$ cat config.mk
export PLATFORM = sky130hd
export DESIGN_NAME = sol_lock_ctrl
export DESIGN_NICKNAME = d
export VERILOG_FILES = /design/src/sol_pkg.sv /design/src/sol_gate_if.sv /design/src/sol_gate.sv /design/src/sol_lock_ctrl.sv
export SDC_FILE = /design/constraint.sdc
export NUM_CORES = 1
export LEC_CHECK = 0
export ABC_CLOCK_PERIOD_IN_PS = 1950
export BUFFER_PORTS_ARGS = -buffer_cell sky130_fd_sc_hd__buf_2
export CORE_AREA = 2 2 93 50
export CTS_BUF_LIST = sky130_fd_sc_hd__clkbuf_4
export DETAILED_ROUTE_END_ITERATION = 7
export DIE_AREA = 0 0 95 52
export GPL_TIMING_DRIVEN = 0
export PLACE_DENSITY = 0.79
export RECOVER_POWER = 100
export SYNTH_ARGS = -nofsm -noshare
export SYNTH_HDL_FRONTEND = slang
export SYNTH_SLANG_ARGS = --single-unit
$ cat constraint.sdc
create_clock -name mclk -period 1.95 [get_ports mclk]
set_clock_uncertainty 0.1 [all_clocks]
set_input_delay 0.0975 -clock mclk [delete_from_list [all_inputs] [get_ports mclk]]
set_output_delay 0.0975 -clock mclk [all_outputs]
set_load 0.005 [all_outputs]
$ cat src/sol_pkg.sv
`default_nettype none
// ----------------------------------------------------------------
// shared constants for the secured otp lock control
// ----------------------------------------------------------------
package sol_pkg;
   // command opcodes decoded by this block
   localparam logic [7:0] OP_OTP_ENTER = 8'hB1; // otp_mode_enter_cmd
   localparam logic [7:0] OP_OTP_EXIT = 8'hC1;  // otp_mode_exit_cmd
   localparam logic [7:0] OP_SEC_WRITE = 8'h2F; // security register write
   localparam logic [7:0] OP_SEC_READ = 8'h2B;  // security register read
   // security register field positions
   localparam int SEC_FACT_BIT = 0;             // factory lock indicator
   localparam int SEC_CUST_BIT = 1;             // otp_customer_lock_bit
   localparam logic [7:0] SEC_RESET = 8'h00;    // value before straps load
   // otp address map
   localparam int OTP_ADDR_W = 9;               // 512 bytes = 4K bits
   localparam logic [23:0] SERIAL_LAST = 24'h00000F; // serial_number_field end
   localparam logic [23:0] OTP_LAST = 24'h0001FF;    // user area end
   // security write frame must hold exactly this many data bytes
   localparam logic [1:0] SEC_DATA_BYTES = 2'h1;
   // power-up write ignore window
   localparam int CLK_HZ = 10_000_000;          // mclk rate
   localparam int PWRUP_MS = 10;                // longest ignore time, ms
   localparam int PWRUP_CYC = PWRUP_MS * (CLK_HZ / 1000); // rounds down
   localparam int PU_CNT_W = 17;                // holds PWRUP_CYC
   localparam logic [PU_CNT_W-1:0] PU_CNT_RESET = 17'h00000;

   // complete state of the control block
   typedef struct packed {
      logic strapDone;                 // nonvolatile bits captured
      logic factLock;                  // factory lock copy
      logic custLock;                  // customer lock copy
      logic otpMode;                   // otp window selected
      logic secPend;                   // security write frame open
      logic [1:0] dataCnt;             // data bytes seen, saturating
      logic [7:0] dataByte;            // first data byte of the frame
      logic [PU_CNT_W-1:0] puCnt;      // power-up window counter
      logic puReady;                   // writes now honoured
      logic mainWrEn;                  // main array write granted
      logic otpWrEn;                   // otp write granted
      logic serialSel;                 // grant hits serial field
      logic [OTP_ADDR_W-1:0] otpAddr;  // otp byte address of grant
      logic lockProg;                  // program customer lock cell
      logic refused;                   // command refused
      logic [7:0] secReg;              // security register image
   } sol_state_t;
endpackage : sol_pkg
`default_nettype wire

$ cat src/sol_gate_if.sv
`timescale 1ns/100ps
`default_nettype none
// ----------------------------------------------------------------
// write gating signals between control and gate
// ----------------------------------------------------------------
interface sol_gate_if;
   logic otpMode;            // otp window selected
   logic locked;             // factory or customer lock
   logic puReady;            // power-up window over
   logic erase;              // request is an erase
   logic [23:0] addr;        // request address
   logic mainWrOk;           // main array write allowed
   logic otpWrOk;            // otp write allowed
   logic serialSel;          // address in serial field
   modport ctrl (output otpMode, output locked, output puReady, output erase,
                 output addr, input mainWrOk, input otpWrOk, input serialSel);
   modport gate (input otpMode, input locked, input puReady, input erase,
                 input addr, output mainWrOk, output otpWrOk, output serialSel);
endinterface : sol_gate_if
`default_nettype wire

$ cat src/sol_gate.sv
`timescale 1ns/100ps
`default_nettype none
// ----------------------------------------------------------------
// address map and write permission for program/erase requests
// ----------------------------------------------------------------
module sol_gate (
   // link to control
   sol_gate_if.gate g
);
   logic inOtp;   // address inside the otp area
   logic inSer;   // address inside the serial field

   // decode, purely combinational so the grant lands one edge later
   always_comb begin
      inOtp = (g.addr <= sol_pkg::OTP_LAST);
      inSer = (g.addr <= sol_pkg::SERIAL_LAST);
      g.serialSel = inSer;
      // main array closed while otp window is open
      g.mainWrOk = g.puReady && !g.otpMode;
      // locked otp silently drops the write, no error raised
      g.otpWrOk = g.puReady && g.otpMode && !g.locked && !g.erase && inOtp;
   end
endmodule : sol_gate
`default_nettype wire

$ cat src/sol_lock_ctrl.sv
`timescale 1ns/100ps
`default_nettype none
module sol_lock_ctrl #(
   parameter int PWRUP_CYC = sol_pkg::PWRUP_CYC  // power-up ignore length
) (
   // clock and reset
   input wire logic mclk,
   input wire logic arst_n,
   // nonvolatile lock cells
   input wire logic factoryLockIn,
   input wire logic custLockIn,
   // decoded commands from the command engine
   input wire logic cmdValid,
   input wire logic [7:0] cmdOpcode,
   input wire logic cmdIsStatusWr,
   input wire logic cmdIsRead,
   input wire logic dataValid,
   input wire logic [7:0] dataIn,
   input wire logic frameEnd,
   input wire logic frameAligned,
   // program/erase requests
   input wire logic wrReq,
   input wire logic wrErase,
   input wire logic [23:0] wrAddr,
   // grants to array engines
   output logic mainWrEn,
   output logic otpWrEn,
   output logic otpSerialSel,
   output logic [sol_pkg::OTP_ADDR_W-1:0] otpAddr,
   // status
   output logic otpMode,
   output logic [7:0] secReg,
   output logic lockProg,
   output logic cmdRefused,
   output logic writeReady
);
   // ----------------------------------------------------------------
   // state and gate
   // ----------------------------------------------------------------
   sol_pkg::sol_state_t st_r;   // registered state
   sol_pkg::sol_state_t st_nxt; // next state
   sol_gate_if gIf ();          // link to the gate
   logic lockedNow;             // either lock in force

   assign lockedNow = st_r.factLock || st_r.custLock;
   assign gIf.otpMode = st_r.otpMode;
   assign gIf.locked = lockedNow;
   assign gIf.puReady = st_r.puReady;
   assign gIf.erase = wrErase;
   assign gIf.addr = wrAddr;

   sol_gate uGate (
      .g (gIf.gate)
   );

   // ----------------------------------------------------------------
   // next state
   // ----------------------------------------------------------------
   always_comb begin
      st_nxt = st_r;
      // pulses default low
      st_nxt.mainWrEn = 1'b0;
      st_nxt.otpWrEn = 1'b0;
      st_nxt.lockProg = 1'b0;
      st_nxt.refused = 1'b0;
      // lock cells caught once after release, never under reset
      if (!st_r.strapDone) begin
         st_nxt.strapDone = 1'b1;
         st_nxt.factLock = factoryLockIn;
         st_nxt.custLock = custLockIn;
      end
      // writes ignored until the power-up window closes
      if (!st_r.puReady) begin
         st_nxt.puCnt = st_r.puCnt + 1'b1;
         if (st_r.puCnt == sol_pkg::PU_CNT_W'(PWRUP_CYC - 1)) begin
            st_nxt.puReady = 1'b1;
         end
      end
      // a new opcode opens a new frame
      if (cmdValid) begin
         st_nxt.secPend = 1'b0;
         st_nxt.dataCnt = 2'h0;
         unique case (cmdOpcode)
            sol_pkg::OP_OTP_ENTER: begin
               st_nxt.otpMode = 1'b1;
            end
            sol_pkg::OP_OTP_EXIT: begin
               st_nxt.otpMode = 1'b0;
            end
            sol_pkg::OP_SEC_WRITE: begin
               // no write-enable latch consulted here
               if (st_r.otpMode) begin
                  st_nxt.refused = 1'b1;
               end else begin
                  st_nxt.secPend = 1'b1;
               end
            end
            default: begin
               // reads, including the security read, always pass
               if (st_r.otpMode && cmdIsStatusWr) begin
                  st_nxt.refused = 1'b1;
               end else if (st_r.otpMode && lockedNow && !cmdIsRead) begin
                  st_nxt.refused = 1'b1;
               end
            end
         endcase
      end
      // collect data bytes of the security write
      if (dataValid && st_r.secPend && st_r.dataCnt != 2'h3) begin
         st_nxt.dataCnt = st_r.dataCnt + 2'h1;
         if (st_r.dataCnt == 2'h0) begin
            st_nxt.dataByte = dataIn;
         end
      end
      // commit only on a clean byte boundary with one data byte
      if (frameEnd && st_r.secPend) begin
         st_nxt.secPend = 1'b0;
         if (frameAligned && st_r.dataCnt == sol_pkg::SEC_DATA_BYTES
             && st_r.puReady && !lockedNow) begin
            if (st_r.dataByte[sol_pkg::SEC_CUST_BIT]) begin
               st_nxt.custLock = 1'b1;
               st_nxt.lockProg = 1'b1;
            end
         end else begin
            st_nxt.refused = 1'b1;
         end
      end
      // program/erase grant, one edge after the request
      if (wrReq) begin
         st_nxt.mainWrEn = gIf.mainWrOk;
         st_nxt.otpWrEn = gIf.otpWrOk;
         st_nxt.serialSel = gIf.serialSel;
         st_nxt.otpAddr = wrAddr[sol_pkg::OTP_ADDR_W-1:0];
      end
      // register image tracks the lock copies every cycle
      st_nxt.secReg = 8'h00;
      st_nxt.secReg[sol_pkg::SEC_FACT_BIT] = st_nxt.factLock;
      st_nxt.secReg[sol_pkg::SEC_CUST_BIT] = st_nxt.custLock;
   end

   // ----------------------------------------------------------------
   // state register
   // ----------------------------------------------------------------
   always_ff @(posedge mclk or negedge arst_n) begin
      if (!arst_n) begin
         st_r <= '0;
         st_r.secReg <= sol_pkg::SEC_RESET;
         st_r.puCnt <= sol_pkg::PU_CNT_RESET;
      end else begin
         st_r <= st_nxt;
      end
   end

   // outputs come straight from state fields
   assign mainWrEn = st_r.mainWrEn;
   assign otpWrEn = st_r.otpWrEn;
   assign otpSerialSel = st_r.serialSel;
   assign otpAddr = st_r.otpAddr;
   assign otpMode = st_r.otpMode;
   assign secReg = st_r.secReg;
   assign lockProg = st_r.lockProg;
   assign cmdRefused = st_r.refused;
   assign writeReady = st_r.puReady;

   // ----------------------------------------------------------------
   // checks
   // ----------------------------------------------------------------
   chk_mode_enter: assert property (@(posedge mclk) disable iff (!arst_n)
      cmdValid && cmdOpcode == sol_pkg::OP_OTP_ENTER |=> otpMode)
      else $error("otp mode not entered");
   chk_mode_exit: assert property (@(posedge mclk) disable iff (!arst_n)
      cmdValid && cmdOpcode == sol_pkg::OP_OTP_EXIT |=> !otpMode)
      else $error("otp mode not left");
   chk_main_block: assert property (@(posedge mclk) disable iff (!arst_n)
      wrReq && otpMode |=> !mainWrEn)
      else $error("main write granted in otp mode");
   chk_locked_otp: assert property (@(posedge mclk) disable iff (!arst_n)
      wrReq && (secReg[0] || secReg[1]) |=> !otpWrEn)
      else $error("locked otp written");
   chk_lock_sticky: assert property (@(posedge mclk) disable iff (!arst_n)
      st_r.strapDone && secReg[1] |=> secReg[1] [*2])
      else $error("customer lock cleared");
   chk_misaligned_end: assert property (@(posedge mclk) disable iff (!arst_n)
      frameEnd && st_r.secPend && !frameAligned |=> cmdRefused && $stable(secReg))
      else $error("misaligned security write applied");
   chk_secwr_sets: assert property (@(posedge mclk) disable iff (!arst_n)
      frameEnd && frameAligned && st_r.secPend && st_r.dataCnt == 2'h1 && st_r.puReady
      && st_r.dataByte[1] && !st_r.factLock && !st_r.custLock |=> secReg[1] && lockProg)
      else $error("customer lock not set");
   chk_serial_map: assert property (@(posedge mclk) disable iff (!arst_n)
      wrReq && otpMode && writeReady && !wrErase && !secReg[0] && !secReg[1]
      && wrAddr <= sol_pkg::SERIAL_LAST |=> otpWrEn && otpSerialSel)
      else $error("serial field write not granted");
   chk_factory_bit: assert property (@(posedge mclk) disable iff (!arst_n)
      st_r.strapDone |-> secReg[0] == st_r.factLock)
      else $error("factory bit mismatch");
   chk_pwrup_hold: assert property (@(posedge mclk) disable iff (!arst_n)
      wrReq && !writeReady |=> !mainWrEn && !otpWrEn)
      else $error("write granted during power-up window");
   chk_otp_secwr: assert property (@(posedge mclk) disable iff (!arst_n)
      cmdValid && cmdOpcode == sol_pkg::OP_SEC_WRITE && otpMode |=> cmdRefused)
      else $error("security write accepted in otp mode");
endmodule : sol_lock_ctrl
`default_nettype wire

[After elaboration in Yosys (flattened, before gate mapping)]
Cells that the tools add are included.
Word-level totals
  flip-flop bits (word level): 49
  input port bits: 52
  output and inout bits: 24
  word-level logic and storage cells: 75
Cells by class
  $add $sub $neg: 2
  $lt $le $gt $ge: 2
  equal/unequal tests: 6
  multiplexer cells: 23
  reduce and logical (&&, ||, !) cells: 26
Operators by type and width (count)
  <= comparator 24 x 4 -> 1 bit (second input constant): 1
  <= comparator 24 x 9 -> 1 bit (second input constant): 1
  adder 17 x 1 -> 17 bit (second input constant): 1
  equality test 17 bit (second input constant): 1
  equality test 8 bit (second input constant): 2
  2-to-1 mux 1 bit: 15
  logical AND 1 bit: 14
  2-to-1 mux 12 bit: 1
  2-to-1 mux 10 bit: 1
  equality test 8 x 6 -> 1 bit (second input constant): 1
  2-to-1 mux 8 bit: 1
  nonzero test 2 bit: 3
  logical NOT 1 bit: 4
  2-to-1 mux 2 bit: 2
  one-hot mux 1 bit (2 select lines): 2
  AND reduction 2 bit: 2
  2-to-1 mux 3 bit: 1
  adder 2 x 1 -> 2 bit (second input constant): 1
  equality test 2 x 1 -> 1 bit (second input constant): 1
  logical NOT 2 bit: 1
  inequality test 2 bit (second input constant): 1
  OR reduction 2 bit: 1
  logical OR 1 bit: 1

[Longest topological paths before layout]
  depth in word-level cells: 9
  mapped depth: 5
  gate-level depth less buffers: 5

[Hierarchy]
A second synthesis with hierarchy kept.
Second synthesis, totals
  cells, all modules: 171
  area total of the unflattened synthesis: 1976.9 um^2
Modules (own cells, without submodules)
  sol_lock_ctrl: instances 1, cells an instance 161, area each 1911.8 um^2, seq. area each 1001.0 um^2
  sol_gate: instances 1, cells an instance 10, area each 65.1 um^2, seq. area each 0.0 um^2

[Worst setup path before layout]
No wires, ideal clock.
  path kind: register -> register
  start point: reg st_r (netlist bit writeReady)
  end point: reg st_r[34] (netlist name)
  setup time: 123 ps
  data arrival time: 1183 ps
  data required time: 1727 ps
  setup slack: 545 ps
  stages on the path, launching flop included: 6
  buffers on the path: 1
  period minus slack after synthesis: 1405 ps
  path through: dfrtp_1 -> buf_6 -> and3b_1 -> and3_4 -> nand4_1 -> xnor2_1
RTL lines
  from (decl): RTL line sol_lock_ctrl.sv:40  | sol_pkg::sol_state_t st_r;
  from (signal assigned): RTL line sol_lock_ctrl.sv:150  | st_r <= st_nxt;

==> metrics.txt <==
# TYPE chip_impl_metric gauge
chip_impl_info{name="run_status",value="finished clean"} 1
chip_impl_metric{name="asyncSetResetFlopFracSynth",unit=""} 1.00
chip_impl_metric{name="post_synth_num_cell_types",unit=""} 41
chip_impl_info{name="min_path_type",value="primary input to flip-flop"} 1
chip_impl_metric{name="power.ir.vdd_worst",unit="uV"} 338
chip_impl_info{name="critPathSlowestCell",value="sky130_fd_sc_hd__dlygate4sd3_1"} 1
chip_impl_metric{name="design.core.area",unit="mm^2"} 0.00419
chip_impl_metric{name="cts.sinks",unit=""} 40
chip_impl_info{name="worst-setup-path-type",value="flip-flop to flip-flop"} 1
chip_impl_metric{name="fin_crit",unit="ns"} 1.72
chip_impl_metric{name="grt_remaining_overflow",unit=""} 0
chip_impl_metric{name="cts.clk_slew.worst_paths",unit="ns"} 0.12
chip_impl_metric{name="syn-instance-count",unit=""} 170
chip_impl_metric{name="initial_core_util",unit=""} 0.473
chip_impl_metric{name="grtUsageTotal",unit=""} 0.196
chip_impl_metric{name="avgSynthCellArea",unit="um^2"} 11.7
chip_impl_info{name="rsz0062_at_grt",value="no"} 1
chip_impl_metric{name="dp_hpwl",unit="um"} 3070
chip_impl_metric{name="depth_of_the_cts_h_tree",unit=""} 2
chip_impl_metric{name="grt_antenna_before_repair",unit=""} 0
chip_impl_metric{name="yosysWarningCount",unit=""} 0
chip_impl_metric{name="vias",unit=""} 1557
chip_impl_metric{name="n_antenna_cell",unit=""} 0
chip_impl_info{name="synthFlopType",value="sky130_fd_sc_hd__dfrtp_1"} 1
chip_impl_metric{name="syn2layout_area_growth",unit="%"} 33.8
chip_impl_metric{name="timing.final.setup_violations",unit=""} 0
chip_impl_metric{name="final_antenna_net_count",unit=""} 0
chip_impl_metric{name="timing.reg2reg.worst_path_depth",unit=""} 4
chip_impl_metric{name="tritoncts.num_buffers",unit=""} 5
chip_impl_info{name="rr_endpoint",value="secReg[1]"} 1
chip_impl_metric{name="maxSlewHeadroom",unit=""} 0.359
chip_impl_metric{name="syn_area",unit="mm^2"} 0.00198
chip_impl_metric{name="wl_per_cell",unit="um"} 13.2
chip_impl_metric{name="finish.net_count",unit=""} 322
chip_impl_metric{name="timing.critical_path.slowest_cell_delay",unit="ns"} 0.55
chip_impl_metric{name="wire_length_of_the_first_global_routing_pass",unit="um"} 7070
chip_impl_info{name="end_kind",value="flip-flop"} 1
chip_impl_metric{name="route.detailed.drc",unit=""} 0
chip_impl_metric{name="vias_in_the_first_global_route",unit=""} 1549
chip_impl_metric{name="design.portCount",unit=""} 76
chip_impl_metric{name="drive_gt1_frac",unit=""} 0.375
chip_impl_metric{name="power_density",unit="mW/mm^2"} 620
chip_impl_metric{name="critPathRequiredTime",unit="ns"} 2.15
chip_impl_metric{name="dieHeight",unit="um"} 52
chip_impl_info{name="setup.worst_path.end",value="secReg[1]"} 1
chip_impl_metric{name="place_congestion",unit=""} 0.841
chip_impl_metric{name="setup_tns",unit="ns"} 0
chip_impl_metric{name="number_of_rows_created_at_floorplan",unit=""} 17
chip_impl_info{name="crit_path_start_kind",value="flip-flop"} 1
chip_impl_metric{name="hold_viol",unit=""} 0
chip_impl_metric{name="worst-slew-pin-transition",unit="ns"} 0.961
chip_impl_info{name="clock-root-buffer",value="sky130_fd_sc_hd__clkbuf_4"} 1
chip_impl_metric{name="max-cap-violations",unit=""} 0
chip_impl_metric{name="grt_max_degree",unit=""} 41
chip_impl_metric{name="worst-r2r-setup-slack",unit="ns"} 0.23
chip_impl_metric{name="ctsLongestPathBuffers",unit=""} 2
chip_impl_metric{name="synth_enable_flop_cells",unit=""} 0
chip_impl_metric{name="firstDrtPassIters",unit=""} 4
chip_impl_metric{name="layoutNonFillerInstCount",unit=""} 324
chip_impl_metric{name="placedCellCount",unit=""} 294
chip_impl_metric{name="worst-endpoint-arrival",unit="ns"} 1.92
chip_impl_metric{name="report.power.total",unit="uW"} 1640
chip_impl_metric{name="drt_iter0_markers",unit=""} 59
chip_impl_metric{name="drt_wl_total",unit="um"} 4260
chip_impl_metric{name="die_width",unit="um"} 95
chip_impl_metric{name="post_cts_setup_inserts",unit=""} 0
chip_impl_metric{name="static-leakage-power",unit="uW"} 0.00130
chip_impl_metric{name="achievable-frequency",unit="GHz"} 0.582
chip_impl_metric{name="final_max_slew_viol_count",unit=""} 0
chip_impl_info{name="worstPathCellList",value="nor2_1 -> nand4_1 -> o21ai_0 -> dlygate4sd3_1"} 1
chip_impl_metric{name="ys_ff_latch",unit=""} 40
chip_impl_metric{name="fraction_of_the_yosys_area_taken_by_sequential_cells",unit=""} 0.505
chip_impl_metric{name="viasPerCell",unit=""} 4.81
chip_impl_metric{name="final.period_utilization",unit=""} 0.881
chip_impl_info{name="setup.worst_path.start",value="secReg[0]"} 1
chip_impl_metric{name="floorplan.die_area",unit="mm^2"} 0.00494
chip_impl_metric{name="final.hold.worst_slack",unit="ns"} 0.0454
chip_impl_metric{name="numPortBuffers",unit=""} 62
chip_impl_metric{name="clock_insertion_delay_worst_skew",unit="ns"} 0.35
chip_impl_info{name="reg2reg_from",value="secReg[0]"} 1
chip_impl_info{name="clock_tree_from_tritoncts",value="done"} 1
chip_impl_metric{name="crit_fanout",unit=""} 3
-- layout make-up --
class,instances,area (um^2)
buffer,19,144
timing repair buffer,84,522
inverter,6,22.5
sequential,40,1000
clock buffer,5,37.5
multi-input combinational,110,810
clock inverter,3,42.5
fill,342,1540
tap,57,71.3
-- sequential cells by signal, summed over array words and instances, names as in the netlist --
| signal | cells |
|---|---|
| otpWrEn | 1 |
| lockProg | 1 |
| otpMode | 1 |
| secReg | 2 |
| otpAddr | 9 |
| otpSerialSel | 1 |
| st_r | 22 |
| cmdRefused | 1 |
| mainWrEn | 1 |
| writeReady | 1 |
-- how the worst min path moves through the flow --
stage / from / endpoint / slack, ns / cells past startpoint
after floorplan: arst_n / cmdRefused / -0.30 / 0
after global placement: arst_n / st_r[25] / 0.16 / 1
after detailed placement: arst_n / writeReady / 0.16 / 1
after CTS: cmdOpcode[7] / otpMode / 0.02 / 3
after global routing: dataValid / st_r[41] / 0.05 / 3
final: dataValid / st_r[41] / 0.05 / 3
-- routing by layer --
metal / part of all wire / GRT usage
met1: 0.47 / 0.272
met3: 0.049 / 0.0565
met5: 0 / 0
met4: 0.017 / 0.0556
met2: 0.46 / 0.301
-- placed cells by master, fill, tap and decap left out, types with 6 or more instances in the layout --
cell / instances
sky130_fd_sc_hd__clkbuf_4: 14
sky130_fd_sc_hd__dlygate4sd3_1: 22
sky130_fd_sc_hd__mux2_2: 13
sky130_fd_sc_hd__buf_4: 8
sky130_fd_sc_hd__nor2_1: 7
sky130_fd_sc_hd__clkbuf_1: 7
sky130_fd_sc_hd__nand3_1: 10
sky130_fd_sc_hd__inv_1: 6
sky130_fd_sc_hd__xnor2_1: 12
sky130_fd_sc_hd__buf_2: 55
sky130_fd_sc_hd__dfrtp_1: 40
sky130_fd_sc_hd__conb_1: 7
-- repair_timing --
action,4_1_cts,5_1_grt
hold buffers,22,0
endpoints found under the hold margin,57,0
setup endpoints to repair,0,0
resized for setup,0,0
-- per-stage QoR --
stage	utilization	setup slack (ns)	cell area [um^2]
after global routing	0.632	0.0961	2650
after detailed placement	0.568	0.403	2380
final	0.632	0.232	2650
after floorplan	-	0.545	2000
after CTS	0.640	0.227	2680
after global placement	0.568	0.418	2380
-- Yosys cell counts (2+ instances only) --
cell type | number | share of area
sky130_fd_sc_hd__nor4_1 | 4 | 0.013
sky130_fd_sc_hd__o21bai_1 | 2 | 0.0076
sky130_fd_sc_hd__mux2_2 | 13 | 0.074
sky130_fd_sc_hd__nand3_1 | 10 | 0.025
sky130_fd_sc_hd__nor3_1 | 4 | 0.010
sky130_fd_sc_hd__xor2_1 | 4 | 0.018
sky130_fd_sc_hd__and3_1 | 4 | 0.013
sky130_fd_sc_hd__nand4_1 | 4 | 0.013
sky130_fd_sc_hd__nor2_1 | 6 | 0.011
sky130_fd_sc_hd__o21ai_0 | 4 | 0.010
sky130_fd_sc_hd__o31ai_1 | 3 | 0.011
sky130_fd_sc_hd__xnor2_1 | 12 | 0.053
sky130_fd_sc_hd__and3_2 | 2 | 0.0076
sky130_fd_sc_hd__ha_1 | 4 | 0.025
sky130_fd_sc_hd__nand2_1 | 5 | 0.0095
sky130_fd_sc_hd__conb_1 | 2 | 0.0038
sky130_fd_sc_hd__buf_4 | 17 | 0.064
sky130_fd_sc_hd__a21oi_1 | 2 | 0.0051
sky130_fd_sc_hd__and3b_1 | 2 | 0.0088
sky130_fd_sc_hd__dfrtp_1 | 40 | 0.51
sky130_fd_sc_hd__inv_1 | 6 | 0.011
-- kinds of logic after synthesis --
group,Yosys count,share of synthesized area
flops,40,0.505
compound gates,13,0.0417
other cells,2,0.00379
buf+inv,25,0.0840
fa+ha+maj,4,0.0253
simple gates,56,0.190
mux,14,0.0790
xor+xnor,16,0.0707
-- critical path: cells and delay by family, from the launching register on --
kind | cells | cell delay [ns]
compound gates | 1 | 0.17
buf+inv | 1 | 0.55
simple gates | 2 | 0.42
flops | 1 | 0.42
-- where the power goes --
part / leakage, uW / total (uW) / switching, uW / internal [uW]
combinational: 0.000745 / 223 / 84.9 / 138
clock: 0.0000412 / 544 / 277 / 267
sequential: 0.000516 / 876 / 18.1 / 858
total: 0.00130 / 1640 / 380 / 1260
Note: power is estimated with default switching activity, not from simulation.
